--- src/verilog/usr_defs.vh ---
`ifndef USR_DEFS_VH
`define USR_DEFS_VH

// Register indices; byte address is four times the index
`define USR_IDX_FLAGS   8'h10
`define USR_IDX_ENABLES 8'h11
`define USR_IDX_RECEIVE_STATUS_REGISTER   8'h13
`define USR_IDX_RCDATA  8'h14
`define USR_IDX_TRANSMIT_STATUS_REGISTER   8'h15
`define USR_IDX_TXHOLD  8'h16
`define USR_IDX_BAUD    8'h17

// Receive status/control field positions
`define USR_RC_SERIAL_PORT_ENABLE  7
`define USR_RC_RX9   6
`define USR_RC_SINGLE_WORD_RECEIVE_ENABLE  5
`define USR_RC_CONTINUOUS_RECEIVE_ENABLE  4
`define USR_RC_FRAMING_ERROR_BIT  2
`define USR_RC_OVERRUN_ERROR_BIT  1
`define USR_RC_RECEIVED_NINTH_BIT  0

// Transmit status/control field positions
`define USR_TX_CLOCK_SOURCE_SELECT  7
`define USR_TX_TX9   6
`define USR_TX_TRANSMIT_ENABLE  5
`define USR_TX_SYNC  4
`define USR_TX_TRMT  1
`define USR_TX_TRANSMIT_NINTH_BIT  0

// Flag and enable field positions
`define USR_FL_TX    1
`define USR_FL_RC    0

// Reset values and sizes
`define USR_ZERO8    8'h00
`define USR_ZERO32   32'h0000_0000
`define USR_BITS8    4'h8
`define USR_BITS9    4'h9
`define USR_ONE4     4'h1
`define USR_ONE8     8'h01
`define USR_FIFO_CNT 2'h2
`define USR_HTRANS_NONSEQ_BIT 1

`endif

--- src/verilog/usr_sync_port.v ---
// Contract
// - With sync mode set, reception starts when single or continuous enable is set; here single enable starts it only with clock source set (master).
// - Data line is sampled on every falling shift clock edge while receiving.
// - Single enable takes one word; continuous runs until software clears it.
// - Both enables set behaves as continuous reception.
// - Last bit moves the word into the FIFO if room, then receive-ready sets.
// - Receive-ready is read-only; clears when data register read and empty.
// - Receive interrupt request only with its enable; flag sets regardless.
// - Receive data is a two-entry FIFO; a third word may be shifting.
// - FIFO full at a word's last bit sets overrun and drops that word.
// - Overrun clears only when software clears continuous enable.
// - While overrun is set, no word moves from shift register to FIFO.
// - Ninth bit and framing status queue per word; data read advances them.
// - Clearing both receive enables or port enable idles the receive logic.
// - Master mode drives shift clock; clock-source clear takes it from pin.
// - Slave mode keeps shifting while the core sleeps.
// - Slave mode: first word goes to shift register at once, second waits.
// - After first word shifts out, second moves in and transmit-empty sets.
// - Clearing port or transmit enable stops and resets transmit logic.
// - Sync bit selects synchronous mode; port enable gives pins to the port.
// - Baud generator held in reset while transmit and both receive enables clear.
//
// Chosen here: the AHB-Lite register port.
`timescale 1ns/100ps
`default_nettype none
`include "usr_defs.vh"

module usr_sync_port (
    input  wire        mclk,
    input  wire        rst_n,
    input  wire        hsel,
    input  wire [31:0] haddr,
    input  wire [1:0]  htrans,
    input  wire        hwrite,
    input  wire [2:0]  hsize,
    input  wire [31:0] hwdata,
    input  wire        hready,
    output wire [31:0] hrdata,
    output wire        hreadyout,
    output wire        hresp,
    input  wire        core_sleep,
    input  wire        shift_clock_pin_i,
    output wire        shift_clock_pin_o,
    output wire        shift_clock_pin_oe,
    input  wire        data_line_pin_i,
    output wire        data_line_pin_o,
    output wire        data_line_pin_oe,
    output wire        rx_irq_req,
    output wire        tx_irq_req
);

    localparam TXS_IDLE  = 1'b0;
    localparam TXS_SHIFT = 1'b1;

    // Control bits
    reg        serial_port_enable_ff;
    reg        rx9_ff;
    reg        single_word_receive_enable_ff;
    reg        continuous_receive_enable_ff;
    reg        overrun_error_bit_ff;
    reg        clock_source_select_ff;
    reg        tx9_ff;
    reg        transmit_enable_ff;
    reg        sync_ff;
    reg        transmit_ninth_bit_ff;
    reg  [7:0] baud_ff;
    reg        receive_interrupt_enable_ff;
    reg        transmit_interrupt_enable_ff;
    // Bus slave
    reg        ap_valid_ff;
    reg        ap_write_ff;
    reg  [7:0] ap_idx_ff;
    reg        hready_ff;
    reg [31:0] hrdata_ff;
    reg        hresp_ff;
    // Clocking
    reg  [7:0] brg_cnt_ff;
    reg        ck_int_ff;
    reg        sclk_prev_ff;
    // Receive path
    reg  [8:0] rsr_ff;
    reg  [3:0] rcnt_ff;
    reg        wptr_ff;
    reg        rptr_ff;
    reg  [1:0] fcnt_ff;
    // Transmit path
    reg  [7:0] thr_ff;
    reg        thr_full_ff;
    reg  [8:0] tsr_ff;
    reg  [3:0] tcnt_ff;
    reg        tx_state_ff;
    reg        tdo_ff;
    // Pin and request outputs
    reg        ck_oe_ff;
    reg        dt_oe_ff;
    reg        rx_irq_ff;
    reg        tx_irq_ff;

    reg  [8:0] nxt_rx_word;
    reg [31:0] nxt_hrdata;

    // Register hit in the data phase
    function hit;
        input [7:0] idx;
        input [7:0] want;
        begin
            hit = (idx == want);
        end
    endfunction

    wire acc      = ap_valid_ff;
    wire wr_receive_status_register = acc & ap_write_ff & hit(ap_idx_ff, `USR_IDX_RECEIVE_STATUS_REGISTER);
    wire wr_transmit_status_register = acc & ap_write_ff & hit(ap_idx_ff, `USR_IDX_TRANSMIT_STATUS_REGISTER);
    wire wr_thr   = acc & ap_write_ff & hit(ap_idx_ff, `USR_IDX_TXHOLD);
    wire wr_ena   = acc & ap_write_ff & hit(ap_idx_ff, `USR_IDX_ENABLES);
    wire wr_baud  = acc & ap_write_ff & hit(ap_idx_ff, `USR_IDX_BAUD);
    wire rd_data  = acc & ~ap_write_ff & hit(ap_idx_ff, `USR_IDX_RCDATA);

    wire rx_en    = sync_ff & serial_port_enable_ff & (continuous_receive_enable_ff | (single_word_receive_enable_ff & clock_source_select_ff));
    wire tx_on    = serial_port_enable_ff & transmit_enable_ff;
    wire tx_drive = sync_ff & tx_on & ~rx_en;
    wire trmt     = (tx_state_ff == TXS_IDLE);
    wire brg_hold = ~(transmit_enable_ff | single_word_receive_enable_ff | continuous_receive_enable_ff);
    wire brg_tick = (brg_cnt_ff == `USR_ZERO8);
    wire clk_run  = sync_ff & serial_port_enable_ff & clock_source_select_ff & (rx_en | ~trmt);
    wire sclk     = clock_source_select_ff ? ck_int_ff : shift_clock_pin_i;
    wire sfall    = sclk_prev_ff & ~sclk;
    wire srise    = ~sclk_prev_ff & sclk;
    wire [3:0] rbits  = rx9_ff ? `USR_BITS9 : `USR_BITS8;
    wire       rx_last = rx_en & sfall & (rcnt_ff == rbits - `USR_ONE4);
    wire       ffull   = (fcnt_ff == `USR_FIFO_CNT);
    wire       fempty  = (fcnt_ff == 2'h0);
    wire       push    = rx_last & ~overrun_error_bit_ff & ~ffull;
    wire       pop     = rd_data & ~fempty;

    // Bus address phase capture; one wait state makes read data a flop
    always @(posedge mclk) begin
        if (!rst_n) begin
            ap_valid_ff <= 1'b0;
            ap_write_ff <= 1'b0;
            ap_idx_ff   <= `USR_ZERO8;
            hready_ff   <= 1'b1;
            hrdata_ff   <= `USR_ZERO32;
            hresp_ff    <= 1'b0;
        end else begin
            hresp_ff <= 1'b0;
            if (ap_valid_ff) begin
                ap_valid_ff <= 1'b0;
                hready_ff   <= 1'b1;
                hrdata_ff   <= ap_write_ff ? `USR_ZERO32 : nxt_hrdata;
            end else if (hsel & htrans[`USR_HTRANS_NONSEQ_BIT] & hready) begin
                ap_valid_ff <= 1'b1;
                ap_write_ff <= hwrite;
                ap_idx_ff   <= haddr[9:2];
                hready_ff   <= 1'b0;
            end
        end
    end

    // FIFO entries: framing_error_bit, ninth bit, data
    genvar gi;
    generate
        for (gi = 0; gi < 2; gi = gi + 1) begin : g_ent
            reg [9:0] ent_ff;
            always @(posedge mclk) begin
                if (!rst_n) begin
                    ent_ff <= 10'h000;
                end else if (push & (wptr_ff == gi)) begin
                    ent_ff <= {1'b0, rx9_ff & nxt_rx_word[8], nxt_rx_word[7:0]};
                end
            end
        end
    endgenerate

    wire [9:0] head = rptr_ff ? g_ent[1].ent_ff : g_ent[0].ent_ff;

    // Read mux; unmapped addresses read zero
    always @* begin
        nxt_hrdata = `USR_ZERO32;
        case (ap_idx_ff)
            `USR_IDX_FLAGS: begin
                nxt_hrdata[`USR_FL_TX] = ~thr_full_ff;
                nxt_hrdata[`USR_FL_RC] = ~fempty;
            end
            `USR_IDX_ENABLES: begin
                nxt_hrdata[`USR_FL_TX] = transmit_interrupt_enable_ff;
                nxt_hrdata[`USR_FL_RC] = receive_interrupt_enable_ff;
            end
            `USR_IDX_RECEIVE_STATUS_REGISTER: begin
                nxt_hrdata[`USR_RC_SERIAL_PORT_ENABLE] = serial_port_enable_ff;
                nxt_hrdata[`USR_RC_RX9]  = rx9_ff;
                nxt_hrdata[`USR_RC_SINGLE_WORD_RECEIVE_ENABLE] = single_word_receive_enable_ff;
                nxt_hrdata[`USR_RC_CONTINUOUS_RECEIVE_ENABLE] = continuous_receive_enable_ff;
                nxt_hrdata[`USR_RC_FRAMING_ERROR_BIT] = head[9];
                nxt_hrdata[`USR_RC_OVERRUN_ERROR_BIT] = overrun_error_bit_ff;
                nxt_hrdata[`USR_RC_RECEIVED_NINTH_BIT] = head[8];
            end
            `USR_IDX_RCDATA: nxt_hrdata[7:0] = head[7:0];
            `USR_IDX_TRANSMIT_STATUS_REGISTER: begin
                nxt_hrdata[`USR_TX_CLOCK_SOURCE_SELECT] = clock_source_select_ff;
                nxt_hrdata[`USR_TX_TX9]  = tx9_ff;
                nxt_hrdata[`USR_TX_TRANSMIT_ENABLE] = transmit_enable_ff;
                nxt_hrdata[`USR_TX_SYNC] = sync_ff;
                nxt_hrdata[`USR_TX_TRMT] = trmt;
                nxt_hrdata[`USR_TX_TRANSMIT_NINTH_BIT] = transmit_ninth_bit_ff;
            end
            `USR_IDX_TXHOLD: nxt_hrdata[7:0] = thr_ff;
            `USR_IDX_BAUD:   nxt_hrdata[7:0] = baud_ff;
            default:         nxt_hrdata = `USR_ZERO32;
        endcase
    end

    // Control registers; hardware clear of single enable and overrun set win
    always @(posedge mclk) begin
        if (!rst_n) begin
            serial_port_enable_ff <= 1'b0;
            rx9_ff  <= 1'b0;
            single_word_receive_enable_ff <= 1'b0;
            continuous_receive_enable_ff <= 1'b0;
            overrun_error_bit_ff <= 1'b0;
            clock_source_select_ff <= 1'b0;
            tx9_ff  <= 1'b0;
            transmit_enable_ff <= 1'b0;
            sync_ff <= 1'b0;
            transmit_ninth_bit_ff <= 1'b0;
            baud_ff <= `USR_ZERO8;
            receive_interrupt_enable_ff <= 1'b0;
            transmit_interrupt_enable_ff <= 1'b0;
        end else begin
            if (wr_receive_status_register) begin
                serial_port_enable_ff <= hwdata[`USR_RC_SERIAL_PORT_ENABLE];
                rx9_ff  <= hwdata[`USR_RC_RX9];
                single_word_receive_enable_ff <= hwdata[`USR_RC_SINGLE_WORD_RECEIVE_ENABLE];
                continuous_receive_enable_ff <= hwdata[`USR_RC_CONTINUOUS_RECEIVE_ENABLE];
                if (!hwdata[`USR_RC_CONTINUOUS_RECEIVE_ENABLE])
                    overrun_error_bit_ff <= 1'b0;
            end
            if (rx_last & ffull & ~overrun_error_bit_ff)
                overrun_error_bit_ff <= 1'b1;
            if (rx_last & single_word_receive_enable_ff & ~continuous_receive_enable_ff)
                single_word_receive_enable_ff <= 1'b0;
            if (wr_transmit_status_register) begin
                clock_source_select_ff <= hwdata[`USR_TX_CLOCK_SOURCE_SELECT];
                tx9_ff  <= hwdata[`USR_TX_TX9];
                transmit_enable_ff <= hwdata[`USR_TX_TRANSMIT_ENABLE];
                sync_ff <= hwdata[`USR_TX_SYNC];
                transmit_ninth_bit_ff <= hwdata[`USR_TX_TRANSMIT_NINTH_BIT];
            end
            if (wr_baud)
                baud_ff <= hwdata[7:0];
            if (wr_ena) begin
                transmit_interrupt_enable_ff <= hwdata[`USR_FL_TX];
                receive_interrupt_enable_ff <= hwdata[`USR_FL_RC];
            end
        end
    end

    // Baud generator; master clock halts with the core clock in sleep
    always @(posedge mclk) begin
        if (!rst_n) begin
            brg_cnt_ff <= `USR_ZERO8;
            ck_int_ff  <= 1'b0;
        end else begin
            if (brg_hold)
                brg_cnt_ff <= baud_ff;
            else if (!core_sleep)
                brg_cnt_ff <= brg_tick ? baud_ff : brg_cnt_ff - `USR_ONE8;
            if (!clk_run)
                ck_int_ff <= 1'b0;
            else if (!brg_hold & !core_sleep & brg_tick)
                ck_int_ff <= ~ck_int_ff;
        end
    end

    // Edge detect on the chosen shift clock; slave path needs no core clock gate
    always @(posedge mclk) begin
        if (!rst_n)
            sclk_prev_ff <= 1'b0;
        else
            sclk_prev_ff <= sclk;
    end

    // Word as it stands with the bit sampled this edge
    always @* begin
        nxt_rx_word = rsr_ff;
        nxt_rx_word[rcnt_ff] = data_line_pin_i;
    end

    // Receive shifter; dropping enables returns it to bit zero
    always @(posedge mclk) begin
        if (!rst_n) begin
            rsr_ff  <= 9'h000;
            rcnt_ff <= 4'h0;
        end else if (!rx_en) begin
            rsr_ff  <= 9'h000;
            rcnt_ff <= 4'h0;
        end else if (sfall) begin
            rsr_ff  <= nxt_rx_word;
            rcnt_ff <= rx_last ? 4'h0 : rcnt_ff + `USR_ONE4;
        end
    end

    // FIFO pointers; a pop of the last word drops receive-ready
    always @(posedge mclk) begin
        if (!rst_n) begin
            wptr_ff <= 1'b0;
            rptr_ff <= 1'b0;
            fcnt_ff <= 2'h0;
        end else begin
            if (push)
                wptr_ff <= ~wptr_ff;
            if (pop)
                rptr_ff <= ~rptr_ff;
            if (push & ~pop)
                fcnt_ff <= fcnt_ff + 2'h1;
            else if (pop & ~push)
                fcnt_ff <= fcnt_ff - 2'h1;
        end
    end

    // Transmit holding register; a write in the move cycle keeps it full
    always @(posedge mclk) begin
        if (!rst_n) begin
            thr_ff      <= `USR_ZERO8;
            thr_full_ff <= 1'b0;
        end else begin
            if (tx_on & trmt & thr_full_ff)
                thr_full_ff <= 1'b0;
            if (wr_thr) begin
                thr_ff      <= hwdata[7:0];
                thr_full_ff <= 1'b1;
            end
        end
    end

    // Transmit shifter: bit out on rising edge, idle after last falling edge
    always @(posedge mclk) begin
        if (!rst_n) begin
            tsr_ff      <= 9'h000;
            tcnt_ff     <= 4'h0;
            tx_state_ff <= TXS_IDLE;
            tdo_ff      <= 1'b0;
        end else if (!tx_on) begin
            tcnt_ff     <= 4'h0;
            tx_state_ff <= TXS_IDLE;
            tdo_ff      <= 1'b0;
        end else begin
            case (tx_state_ff)
                TXS_IDLE: begin
                    if (thr_full_ff) begin
                        tsr_ff      <= {transmit_ninth_bit_ff, thr_ff};
                        tcnt_ff     <= tx9_ff ? `USR_BITS9 : `USR_BITS8;
                        tx_state_ff <= TXS_SHIFT;
                    end
                end
                TXS_SHIFT: begin
                    if (tx_drive & srise & (tcnt_ff != 4'h0)) begin
                        tdo_ff  <= tsr_ff[0];
                        tsr_ff  <= {1'b0, tsr_ff[8:1]};
                        tcnt_ff <= tcnt_ff - `USR_ONE4;
                    end else if (tx_drive & sfall & (tcnt_ff == 4'h0)) begin
                        tx_state_ff <= TXS_IDLE;
                    end
                end
                default: tx_state_ff <= TXS_IDLE;
            endcase
        end
    end

    // Pin enables and interrupt requests, registered
    always @(posedge mclk) begin
        if (!rst_n) begin
            ck_oe_ff  <= 1'b0;
            dt_oe_ff  <= 1'b0;
            rx_irq_ff <= 1'b0;
            tx_irq_ff <= 1'b0;
        end else begin
            ck_oe_ff  <= sync_ff & serial_port_enable_ff & clock_source_select_ff;
            dt_oe_ff  <= tx_drive;
            rx_irq_ff <= ~fempty & receive_interrupt_enable_ff;
            tx_irq_ff <= ~thr_full_ff & transmit_interrupt_enable_ff;
        end
    end

    assign hrdata             = hrdata_ff;
    assign hreadyout          = hready_ff;
    assign hresp              = hresp_ff;
    assign shift_clock_pin_o  = ck_int_ff;
    assign shift_clock_pin_oe = ck_oe_ff;
    assign data_line_pin_o    = tdo_ff;
    assign data_line_pin_oe   = dt_oe_ff;
    assign rx_irq_req         = rx_irq_ff;
    assign tx_irq_req         = tx_irq_ff;

endmodule // usr_sync_port
`default_nettype wire

--- config.mk ---
export PLATFORM = sky130hd
export DESIGN_NAME = usr_sync_port
export DESIGN_NICKNAME = d
export VERILOG_FILES = /design/src/verilog/usr_sync_port.v
export VERILOG_INCLUDE_DIRS = /design/src /design/src/verilog
export SDC_FILE = /design/constraint.sdc
export NUM_CORES = 1
export LEC_CHECK = 0
export BUFFER_PORTS_ARGS = -buffer_cell sky130_fd_sc_hd__clkbuf_2
export CELL_PAD_IN_SITES_DETAIL_PLACEMENT = 1
export CELL_PAD_IN_SITES_GLOBAL_PLACEMENT = 2
export CORE_ASPECT_RATIO = 0.9
export CORE_UTILIZATION = 33
export CTS_CLUSTER_SIZE = 16
export DETAILED_ROUTE_END_ITERATION = 10
export PLACE_DENSITY = 0.84
export SETUP_SLACK_MARGIN = 0.2
export SYNTH_ARGS = -nofsm -noshare
export SYNTH_HDL_FRONTEND = slang
export SYNTH_SLANG_ARGS = --single-unit
--- constraint.sdc ---
create_clock -name mclk -period 2.8 [get_ports mclk]
set_input_delay 0.56 -clock mclk [delete_from_list [all_inputs] [get_ports mclk]]
set_output_delay 0.56 -clock mclk [all_outputs]
set_load 0.005 [all_outputs]
==> metrics, run 1 <==
number of setup buffers added after CTS 0; setup_tns 0 ns; GPL Wtd Cong 0.799; register area share after synthesis 40.2%; CTS Hold Bufs 0; Top Ports 117; r2r setup slk 0.48 ns; WL/cell 17.3 um; commonest non-fill, non-tap cell in the layout dfxtp_1; Hold Crit Class in -> reg; WL final 15200 um; Die H 125 um; synthesis-to-finish area growth 10.8%; Detailed Place HPWL 11200 um; Setup WS post-layout 0.476 ns; average vias per placed instance 5.22; post-synth top area cell dfxtp_1; worst hold start haddr[7]; top achievable clock speed 430 MHz; Critical Path Max Stage Delay 0.49 ns; largest net degree at the start of global routing 54; clk_lat worst skew 0.36 ns; GRT Util Overall 18.4%; clock buffer depth 2; Post-Route Utilization 37.9%; min Tclk post-route 2.32 ns; # DRC 0; fraction of layout cells with a size suffix above 1 15.7%; Peak VDD IR 0.288 mV; placed cell area 5870 sq um; total gr overflow 0; Antenna diodes 0; Pint 2440 uW; relative slew slack 49.2%; first-pass GRT wire length 25100 um; # rows 44; initial antenna violation count 0; R2R cell count 6; Nets 751; Post-CTS Resized 0; slowest CP cell nor4b_4; Worst path most repeated cell or3_1; Worst Path Max Fanout 7; synth top area cells dfxtp_1 40%, mux2i_1 6.5%, nand2_1 5.4%; effective utilization at floorplan 34.2%; Yosys cell types 67; EDFF count, synth 0; Post-Syn Area per Cell 8.74 sq um; commonest non-fill, non-tap cells in the layout 112 x dfxtp_1, 81 x nand2_1, 59 x nor2_1; Final Cell Area 6190 sq um; RSZ-0062 raised after global routing false; critical path class reg -> reg; CP Cell Sequence nor4b_4 > o21ai_1 > or3_1 > ha_1 > or3_1 > a21oi_1; Setup-failing EPs final 0; Synth Cell Area 5580 sq um; status finished, final reports clean; pwr/cell area 507 nW/um^2; drt pass-1 iters 6; Critical Path AT 2.62 ns; Die W 139 um; Placement Setup Slack 0.495 ns; Reg-to-Reg End fcnt_ff[1]; Syn. warnings 0; Startpoint Class flop; Clock Skews 0.00623 ns; sw power 700 uW; Antenna Violating Nets Remaining 0; Tcrit/Tclk final 83.0%; CP Data Required Time 3.10 ns; async set or reset register ratio after synthesis 0%; drt initial violations 205; CTS tree done; number of global-route vias before repair 4701; max_cap viols 0; critical path startpoint ap_idx_ff[3]; leak pwr 0.00240 uW; via count 4581; critical path endpoint category flop; final hold viol count 0; H-tree levels 3; share of the synthesized area in the top cell type 40.2%; Reg power frac 51.1%; # clock sinks 112; core region area 16400 sq um; dominant synthesized flop cell dfxtp_1; part of the power in the clock network 44.8%; die area 17400 sq um; worst-margin pin slew 0.759 ns; Comb power frac 4.2%; Switching Fraction 22.3%; Slew Viols, Final 0; WHS Path Cells 3; Root Buffer Master clkbuf_16; clk slew on worst S/H paths 0.07 ns; Cells after Synth 639; Hold EP ap_idx_ff[5]; clock buffer count from CTS 9; FF-to-FF Start ap_idx_ff[3]; Port Buffers 39; #FFs+latches synth 112
[sequential cells by signal (all words and copies together) (netlist names), 2 cells and up]
signal	cells
ap_idx_ff	8
baud_ff	8
brg_cnt_ff	8
fcnt_ff	2
g_ent.ent_ff	18
hrdata	8
rcnt_ff	4
rsr_ff	9
tcnt_ff	4
thr_ff	8
tsr_ff	9
[synth_stat cells, types with 3 or more instances]
library cell  number
nand4b_1           3
buf_4             27
inv_1             11
a222oi_1           4
nand3_1           44
buf_2             11
xor2_1             8
nand4_1            3
mux2_2            11
or3_1              4
o31ai_1            5
nand2b_1           9
a211oi_1          10
o21ai_1            7
and3_1             4
nor2b_1            4
buf_1              6
o211a_1            3
a211oi_2           8
nor3_1            10
a21oi_1           39
mux2i_1           36
nand2_1           81
dfxtp_1          112
buf_6              4
o21ai_0           25
ha_1               9
nand4bb_1          3
nand3b_1           3
clkbuf_1          14
a21o_1             6
nor2_1            59
a22o_1             7
[per-stage QoR]
stage / instances / power, uW / hold slack [ns]
after floorplan: 663 / 1740 / 0.419
after global placement: 861 / 1770 / 0.434
after detailed placement: 861 / 1770 / 0.453
after CTS: 877 / 3170 / 0.404
after global routing: 877 / 3250 / 0.424
final: 877 / 3140 / 0.412
[power groups by stage]
stage	Clock [uW]	Sequential [uW]	Combinational, uW
after floorplan	0	1640	105
after global placement	0	1640	128
after detailed placement	0	1640	131
after CTS	1440	1600	131
after global routing	1490	1600	145
final	1410	1600	131
[worst max-delay path: cells and delay by family (launching register included)]
| kind | cells | cell delay (ns) |
|---|---|---|
| AO/OA/AOI/OAI | 2 | 0.28 |
| adder cells (fa/ha/maj) | 1 | 0.34 |
| flip-flops | 1 | 0.40 |
| AND/OR/NAND/NOR | 3 | 1.23 |
[cell type report]
cell class                 count  area [sq um]
timing repair buffer          53           313
clock inverter                 6          82.6
clock buffer                  10           239
tap                          207           259
multi-input combinational    477          3010
fill                        1940         10200
inverter                      12          45.0
sequential                   112          2240
[worst max path at each step]
stage	end	cells after the start
6_report	fcnt_ff[1]	6
5_1_grt	fcnt_ff[1]	6
4_1_cts	fcnt_ff[1]	6
3_5_place_dp	fcnt_ff[1]	6
3_3_place_gp	fcnt_ff[1]	6
2_1_floorplan	fcnt_ff[1]	7
[cell families after synthesis]
| kind of cell | Yosys count | share of synthesized area [%] |
|---|---|---|
| mux | 48 | 8.92 |
| fa+ha+maj | 9 | 2.02 |
| compound gates | 135 | 16.8 |
| xor+xnor | 8 | 1.25 |
| flops | 112 | 40.2 |
| simple gates | 252 | 23.2 |
| other cells | 1 | 0.0672 |
| buf+inv | 74 | 7.57 |
[metal layers]
metal	part of all wire, %	vias up	wire length [um]	GRT usage (%)
li1	-	2272	-	-
met1	49	2227	7370	24.1
met2	46	63	7030	30.0
met3	3.6	19	546	4.71
met4	1.5	0	222	4.58
met5	0	-	0	0
(Power assumes the default switching activity.)
==> run 2: changes to the inputs <==
--- a/config.mk
+++ b/config.mk
@@ -10,10 +10,10 @@
 export CELL_PAD_IN_SITES_DETAIL_PLACEMENT = 1
 export CELL_PAD_IN_SITES_GLOBAL_PLACEMENT = 2
 export CORE_ASPECT_RATIO = 0.9
-export CORE_UTILIZATION = 33
+export CORE_UTILIZATION = 29
 export CTS_CLUSTER_SIZE = 16
 export DETAILED_ROUTE_END_ITERATION = 10
-export PLACE_DENSITY = 0.84
+export PLACE_DENSITY = 0.78
 export SETUP_SLACK_MARGIN = 0.2
 export SYNTH_ARGS = -nofsm -noshare
 export SYNTH_HDL_FRONTEND = slang
==> constraint.sdc (replaced) <==
create_clock -name mclk -period 1.93 [get_ports mclk]
set_input_delay 0.386 -clock mclk [delete_from_list [all_inputs] [get_ports mclk]]
set_output_delay 0.386 -clock mclk [all_outputs]
set_load 0.005 [all_outputs]
==> metrics, run 2 (synthesis results as in run 1) <==
Setup WS post-layout -0.000612 ns (-0.476 ns); # rows 47 (+6.8%); commonest non-fill, non-tap cells in the layout 105 x dfxtp_1, 78 x nand2_1, 58 x buf_4; fraction of layout cells with a size suffix above 1 28.6% (+13 points); commonest non-fill, non-tap cell in the layout dfxtp_1; Hold Crit Class in -> reg; CTS tree done; R2R cell count 8 (+2); GRT Util Overall 17.2% (-1.2 points); average vias per placed instance 5.03 (-3.7%); Regs by FF count g_ent.ent_ff: 18 flops, rsr_ff: 9 flops, tsr_ff: 9 flops; Comb power frac 5.2% (+1.0 points); critical path endpoint category flop; Nets 812 (+8.1%); Final Non-Filler Cells 976 (+11%); Antenna diodes 0 (unchanged); critical path class reg -> reg; pwr/cell area 644 nW/um^2 (+27%); drt pass-1 iters 4 (-2); Pint 3450 uW (+41%); Root Buffer Master clkbuf_16; clock buffer depth 2 (unchanged); max_cap viols 0 (unchanged); critical path startpoint clock_source_select_ff; final hold viol count 0 (unchanged); GPL Wtd Cong 0.795 (-0.55%); # DRC 0 (unchanged); Reg power frac 51.4% (+0.3 points); Startpoint Class flop; drt initial violations 204 (-0.49%); status finished with violations; failing checks negative setup slack; via count 4910 (+7.2%); number of global-route vias before repair 4973 (+5.8%); Die H 134 um (+6.6%); WL final 16900 um (+11%); part of the power in the clock network 43.4% (-1.4 points); slowest CP cell dfxtp_4; H-tree levels 3 (unchanged); RSZ-0062 raised after global routing true; Critical Path Max Stage Delay 0.36 ns (-0.13 ns); die area 19800 sq um (+14%); Power Total 4520 uW (+44%); # clock sinks 112 (unchanged); largest net degree at the start of global routing 44 (-19%); Detailed Place HPWL 12200 um (+9.1%); WL/cell 17.3 um (-0.14%); effective utilization at floorplan 30.0% (-4.2 points); Worst Path Max Fanout 3 (-4); clock buffer count from CTS 9 (unchanged); CP Data Required Time 2.22 ns (-0.88 ns); Top Ports 117 (unchanged); synthesis-to-finish area growth 25.8%; clk_lat worst skew 0.36 ns (about the same); CP Cell Sequence buf_6 > a21o_1 > and2b_1 > and3b_2 > ha_4 > xor2_2 > or3_1 > a21oi_1; min Tclk post-route 1.93 ns (-0.394 ns); total gr overflow 0 (unchanged); Placement Setup Slack -0.0961 ns (-0.592 ns); FF-to-FF Start clock_source_select_ff; clk slew on worst S/H paths 0.08 ns (about the same); first-pass GRT wire length 26600 um (+5.8%); Die W 148 um (+6.6%); top achievable clock speed 518 MHz (+20%); Slew Viols, Final 0 (unchanged); leak pwr 0.00277 uW (+15%); initial antenna violation count 0 (unchanged); Switching Fraction 23.8% (+1.5 points); Reg with most FFs g_ent.ent_ff; core region area 18600 sq um (+14%); Worst path depth 8 (+2); crit-path leading delay family simple AND/OR/NAND/NOR gates; Setup-failing EPs final 1 (+1); Antenna Violating Nets Remaining 0 (unchanged); Critical Path AT 2.23 ns (-0.39 ns); max FFs per register 18 (unchanged); placed cell count 935 (+8.6%); sw power 1080 uW (+54%); CP endpoint fcnt_ff[1]; Reg-to-Reg End fcnt_ff[1]; Tcrit/Tclk final 100% (+17 points); Port Buffers 39 (unchanged); r2r setup slk -0.0006 ns (-0.48 ns); worst-margin pin slew 0.704 ns (-0.0548 ns); Clock Skews 0.00720 ns (+0.000966 ns); WP buf/inv 1 (+1); CTS Hold Bufs 0 (unchanged); relative slew slack 52.9% (+3.7 points); Peak VDD IR 0.396 mV (+38%)
==> run 2: cell count changes in the layout (fill, tap and decap cells not counted), sizes merged <==
cell,before,now
clkinv,3,2
nand4,4,5
buf,14,72
bufinv,2,1
a31o,1,3
inv,12,13
clkinvlp,1,2
==> run 2: layout make-up <==
cell class | instances | area (sq um)
clock inverters | 6 | 67.6
fillers | 2200 | 11600
inverters | 12 | 45.0
flip-flops and latches | 112 | 2250
repair buffers | 111 | 850
well taps | 245 | 307
clock buffers | 10 | 239
multi-input cells | 480 | 3270
==> run 2: timing repair <==
action / 4_1_cts / 5_1_grt
setup buffers: 12 / 10
gates cloned: 2 / 1
resized for setup: 27 / 47
endpoints found under the setup margin: 61 / 69
pin swaps: 12 / 20
==> run 2: per-layer routing <==
layer  track usage (%)  wire, um  up-vias
met5                 0         0        -
met4              4.98       182        0
met3              2.47       478        9
met2              29.8      8320       75
met1              22.0      7880     2425
li1                  -         -     2401
==> run 2: worst reg2reg max path, cell delays in order (launching register included) <==
cell	delay, ns
dfxtp_4	0.36
buf_6	0.12
a21o_1	0.18
and2b_1	0.19
and3b_2	0.26
ha_4	0.18
xor2_2	0.14
or3_1	0.31
a21oi_1	0.13
==> run 2: stage by stage <==
step	hold WS [ns]	utilization (%)	instance area [sq um]	setup TNS, ns
after floorplan	0.419	-	5700	-0.0854
after global placement	0.435	33.5	6250	-0.0894
after detailed placement	0.452	33.5	6250	-0.116
after CTS	0.230	36.1	6740	-0.0169
after global routing	0.243	37.7	7030	-0.0729
final	0.243	37.7	7030	-0.000612
==> run 2: worst min path at each step <==
| stage | cells past startpoint | startpoint | end | slack (ns) |
|---|---|---|---|---|
| after global routing | 3 | haddr[7] | ap_idx_ff[5] | 0.24 |
| final | 3 | haddr[7] | ap_idx_ff[5] | 0.24 |
| after floorplan | 2 | transmit_interrupt_enable_ff | tx_irq_req | 0.42 |
| after global placement | 2 | hreadyout | hreadyout | 0.44 |
| after CTS | 3 | haddr[7] | ap_idx_ff[5] | 0.23 |
| after detailed placement | 2 | hreadyout | hreadyout | 0.45 |
==> run 2: power by group through the flow <==
stage               clock (uW)  sequential, uW  combinational, uW
floorplan                    0            2380                152
global placement             0            2380                202
finish                    1960            2320                234
global route              2110            2330                255
detailed placement           0            2380                208
CTS                       2020            2330                214
==> run 3: changes to the inputs <==
--- a/config.mk
+++ b/config.mk
@@ -15,6 +15,7 @@
 export DETAILED_ROUTE_END_ITERATION = 10
 export PLACE_DENSITY = 0.78
 export SETUP_SLACK_MARGIN = 0.2
+export SKIP_CTS_REPAIR_TIMING = 1
 export SYNTH_ARGS = -nofsm -noshare
 export SYNTH_HDL_FRONTEND = slang
 export SYNTH_SLANG_ARGS = --single-unit
==> metrics, run 3 (synthesis results as in run 1) <==
min Tclk post-route 1.95 ns (+0.0157 ns); status finished with violations; largest net degree at the start of global routing 44 (unchanged); Critical Path Max Stage Delay 0.41 ns (+0.05 ns); Tcrit/Tclk final 101% (+0.81 points); pwr/cell area 634 nW/um^2 (-1.5%); via count 4957 (+0.96%); Switching Fraction 24.0% (+0.17 points); relative slew slack 49.8% (-3.1 points); Reg-to-Reg End fcnt_ff[1]; # rows 47 (unchanged); Hold EP ap_idx_ff[5]; Port Buffers 39 (unchanged); GPL Wtd Cong 0.795 (unchanged); Die H 134 um (unchanged); drt initial violations 214 (+4.9%); top achievable clock speed 514 MHz (-0.80%); H-tree levels 3 (unchanged); WL/cell 17.5 um (+1.5%); Routed met2 length 8390 um (+0.88%); number of global-route vias before repair 4864 (-2.2%); clock buffer count from CTS 9 (unchanged); placed cell count 935 (unchanged); fillers 2192 (-0.36%); WHS Path Cells 3 (unchanged); Slew Viols, Final 0 (unchanged); effective utilization at floorplan 30.0% (unchanged); FF-to-FF Start ap_idx_ff[6]; Comb power frac 5.1% (about the same); part of the power in the clock network 43.6% (+0.2 points); Hold Crit Class in -> reg; Setup WS post-layout -0.0163 ns (-0.0157 ns); first-pass GRT wire length 25800 um (-2.7%); worst hold start haddr[7]; DR top layer met4; max FFs per register 18 (unchanged); Reg power frac 51.3% (about the same); clock buffer depth 2 (unchanged); Final Non-Filler Cells 978 (+0.20%); clk slew on worst S/H paths 0.08 ns (about the same); crit-path leading delay family simple AND/OR/NAND/NOR gates; r2r setup slk -0.02 ns (-0.02 ns); CTS tree done; fraction of layout cells with a size suffix above 1 29.9% (+1.3 points); CP Cell Sequence nor4b_4 > nand2_1 > or3_4 > ha_4 > xor2_2 > or3_1 > a21oi_1; Startpoint Class flop; Die W 148 um (unchanged); worst-margin pin slew 0.750 ns (+0.0464 ns); CP Data Required Time 2.22 ns (about the same); Worst Path Max Fanout 2 (-1); Pint 3450 uW (about the same); commonest non-fill, non-tap cells in the layout 105 x dfxtp_1, 78 x nand2_1, 54 x buf_4; commonest non-fill, non-tap cell in the layout dfxtp_1; Antenna diodes 0 (unchanged); initial antenna violation count 0 (unchanged); Setup-failing EPs final 1 (unchanged); critical path class reg -> reg; Clock Skews 0.00863 ns (+0.00143 ns); WL met3 449 um (-6.1%); drt pass-1 iters 4 (unchanged); clk_lat worst skew 0.36 ns (about the same); average vias per placed instance 5.07 (+0.75%); Root Buffer Master clkbuf_16; Top Ports 117 (unchanged); hold_ws 0.243 ns (-0.00000800 ns); Critical Path AT 2.24 ns (about the same); setup_tns -0.0163 ns (-0.0157 ns); GRT Util Overall 16.7% (-0.46 points); die area 19800 sq um (unchanged); WL final 17100 um (+1.7%); failing checks negative setup slack; Regs by FF count g_ent.ent_ff: 18 flops, rsr_ff: 9 flops, tsr_ff: 9 flops; WL met1 8050 um (+2.2%); slowest CP cell or3_4; sw power 1090 uW (+0.87%); RSZ-0062 raised after global routing true; synthesis-to-finish area growth 27.9%; final hold viol count 0 (unchanged); # DRC 0 (unchanged); Peak VDD IR 0.392 mV (-1.1%); Detailed Place HPWL 12200 um (unchanged); core region area 18600 sq um (unchanged); Nets 814 (+0.25%); leak pwr 0.00282 uW (+1.9%); # clock sinks 112 (unchanged); R2R cell count 7 (-1); max_cap viols 0 (unchanged); Antenna Violating Nets Remaining 0 (unchanged); WP buf/inv 0 (-1); total gr overflow 0 (unchanged); Reg with most FFs g_ent.ent_ff; critical path endpoint category flop
## run 3: metrics by stage
step / setup slack (ns) / cell area, sq um / total power (uW) / util, %
floorplan: -0.0854 / 5700 / 2530 / -
global placement: -0.0894 / 6250 / 2580 / 33.5
finish: -0.0163 / 7140 / 4530 / 38.3
CTS: -0.0621 / 6550 / 4560 / 35.2
global route: -0.0913 / 7140 / 4690 / 38.3
detailed placement: -0.0961 / 6250 / 2590 / 33.5
## run 3: worst max-delay path by stage
| stage | from | endpoint | slack (ns) | cells after the start |
|---|---|---|---|---|
| 2_1_floorplan | ap_idx_ff[3] | fcnt_ff[1] | -0.09 | 8 |
| 3_3_place_gp | shift_clock_pin_i | fcnt_ff[1] | -0.09 | 7 |
| 3_5_place_dp | shift_clock_pin_i | fcnt_ff[1] | -0.1 | 7 |
| 4_1_cts | clock_source_select_ff | fcnt_ff[1] | -0.06 | 6 |
| 5_1_grt | ap_idx_ff[6] | fcnt_ff[1] | -0.09 | 7 |
| 6_report | ap_idx_ff[6] | fcnt_ff[1] | -0.02 | 7 |
## run 3: layout make-up
| class | instances | area (sq um) | area share, % |
|---|---|---|---|
| clock buffer | 10 | 239 | 3.35 |
| clock inverter | 6 | 67.6 | 0.946 |
| inverter | 12 | 45.0 | 0.631 |
| multi-input combinational | 480 | 3340 | 46.8 |
| sequential | 112 | 2250 | 31.5 |
| tap | 245 | 307 | 4.29 |
| timing repair buffer | 113 | 891 | 12.5 |
## run 3: per-layer routing
layer	vias to the layer above	track usage (%)
met5	-	0
met1	2453	21.8
met2	83	28.5
met4	0	4.98
li1	2406	-
met3	15	2.47
## run 3: power by group through the flow
stage	clock, uW	sequential [uW]	combinational (uW)
floorplan	0	2380	152
global placement	0	2380	202
detailed placement	0	2380	208
CTS	2020	2330	208
global route	2110	2330	252
finish	1970	2330	231
## run 3: worst register-to-register path: cells and delay by family (launching register included)
kind	cells	cell delay, ns
simple gates	4	1.10
flops	1	0.34
fa+ha+maj	1	0.17
xor+xnor	1	0.14
compound gates	1	0.13
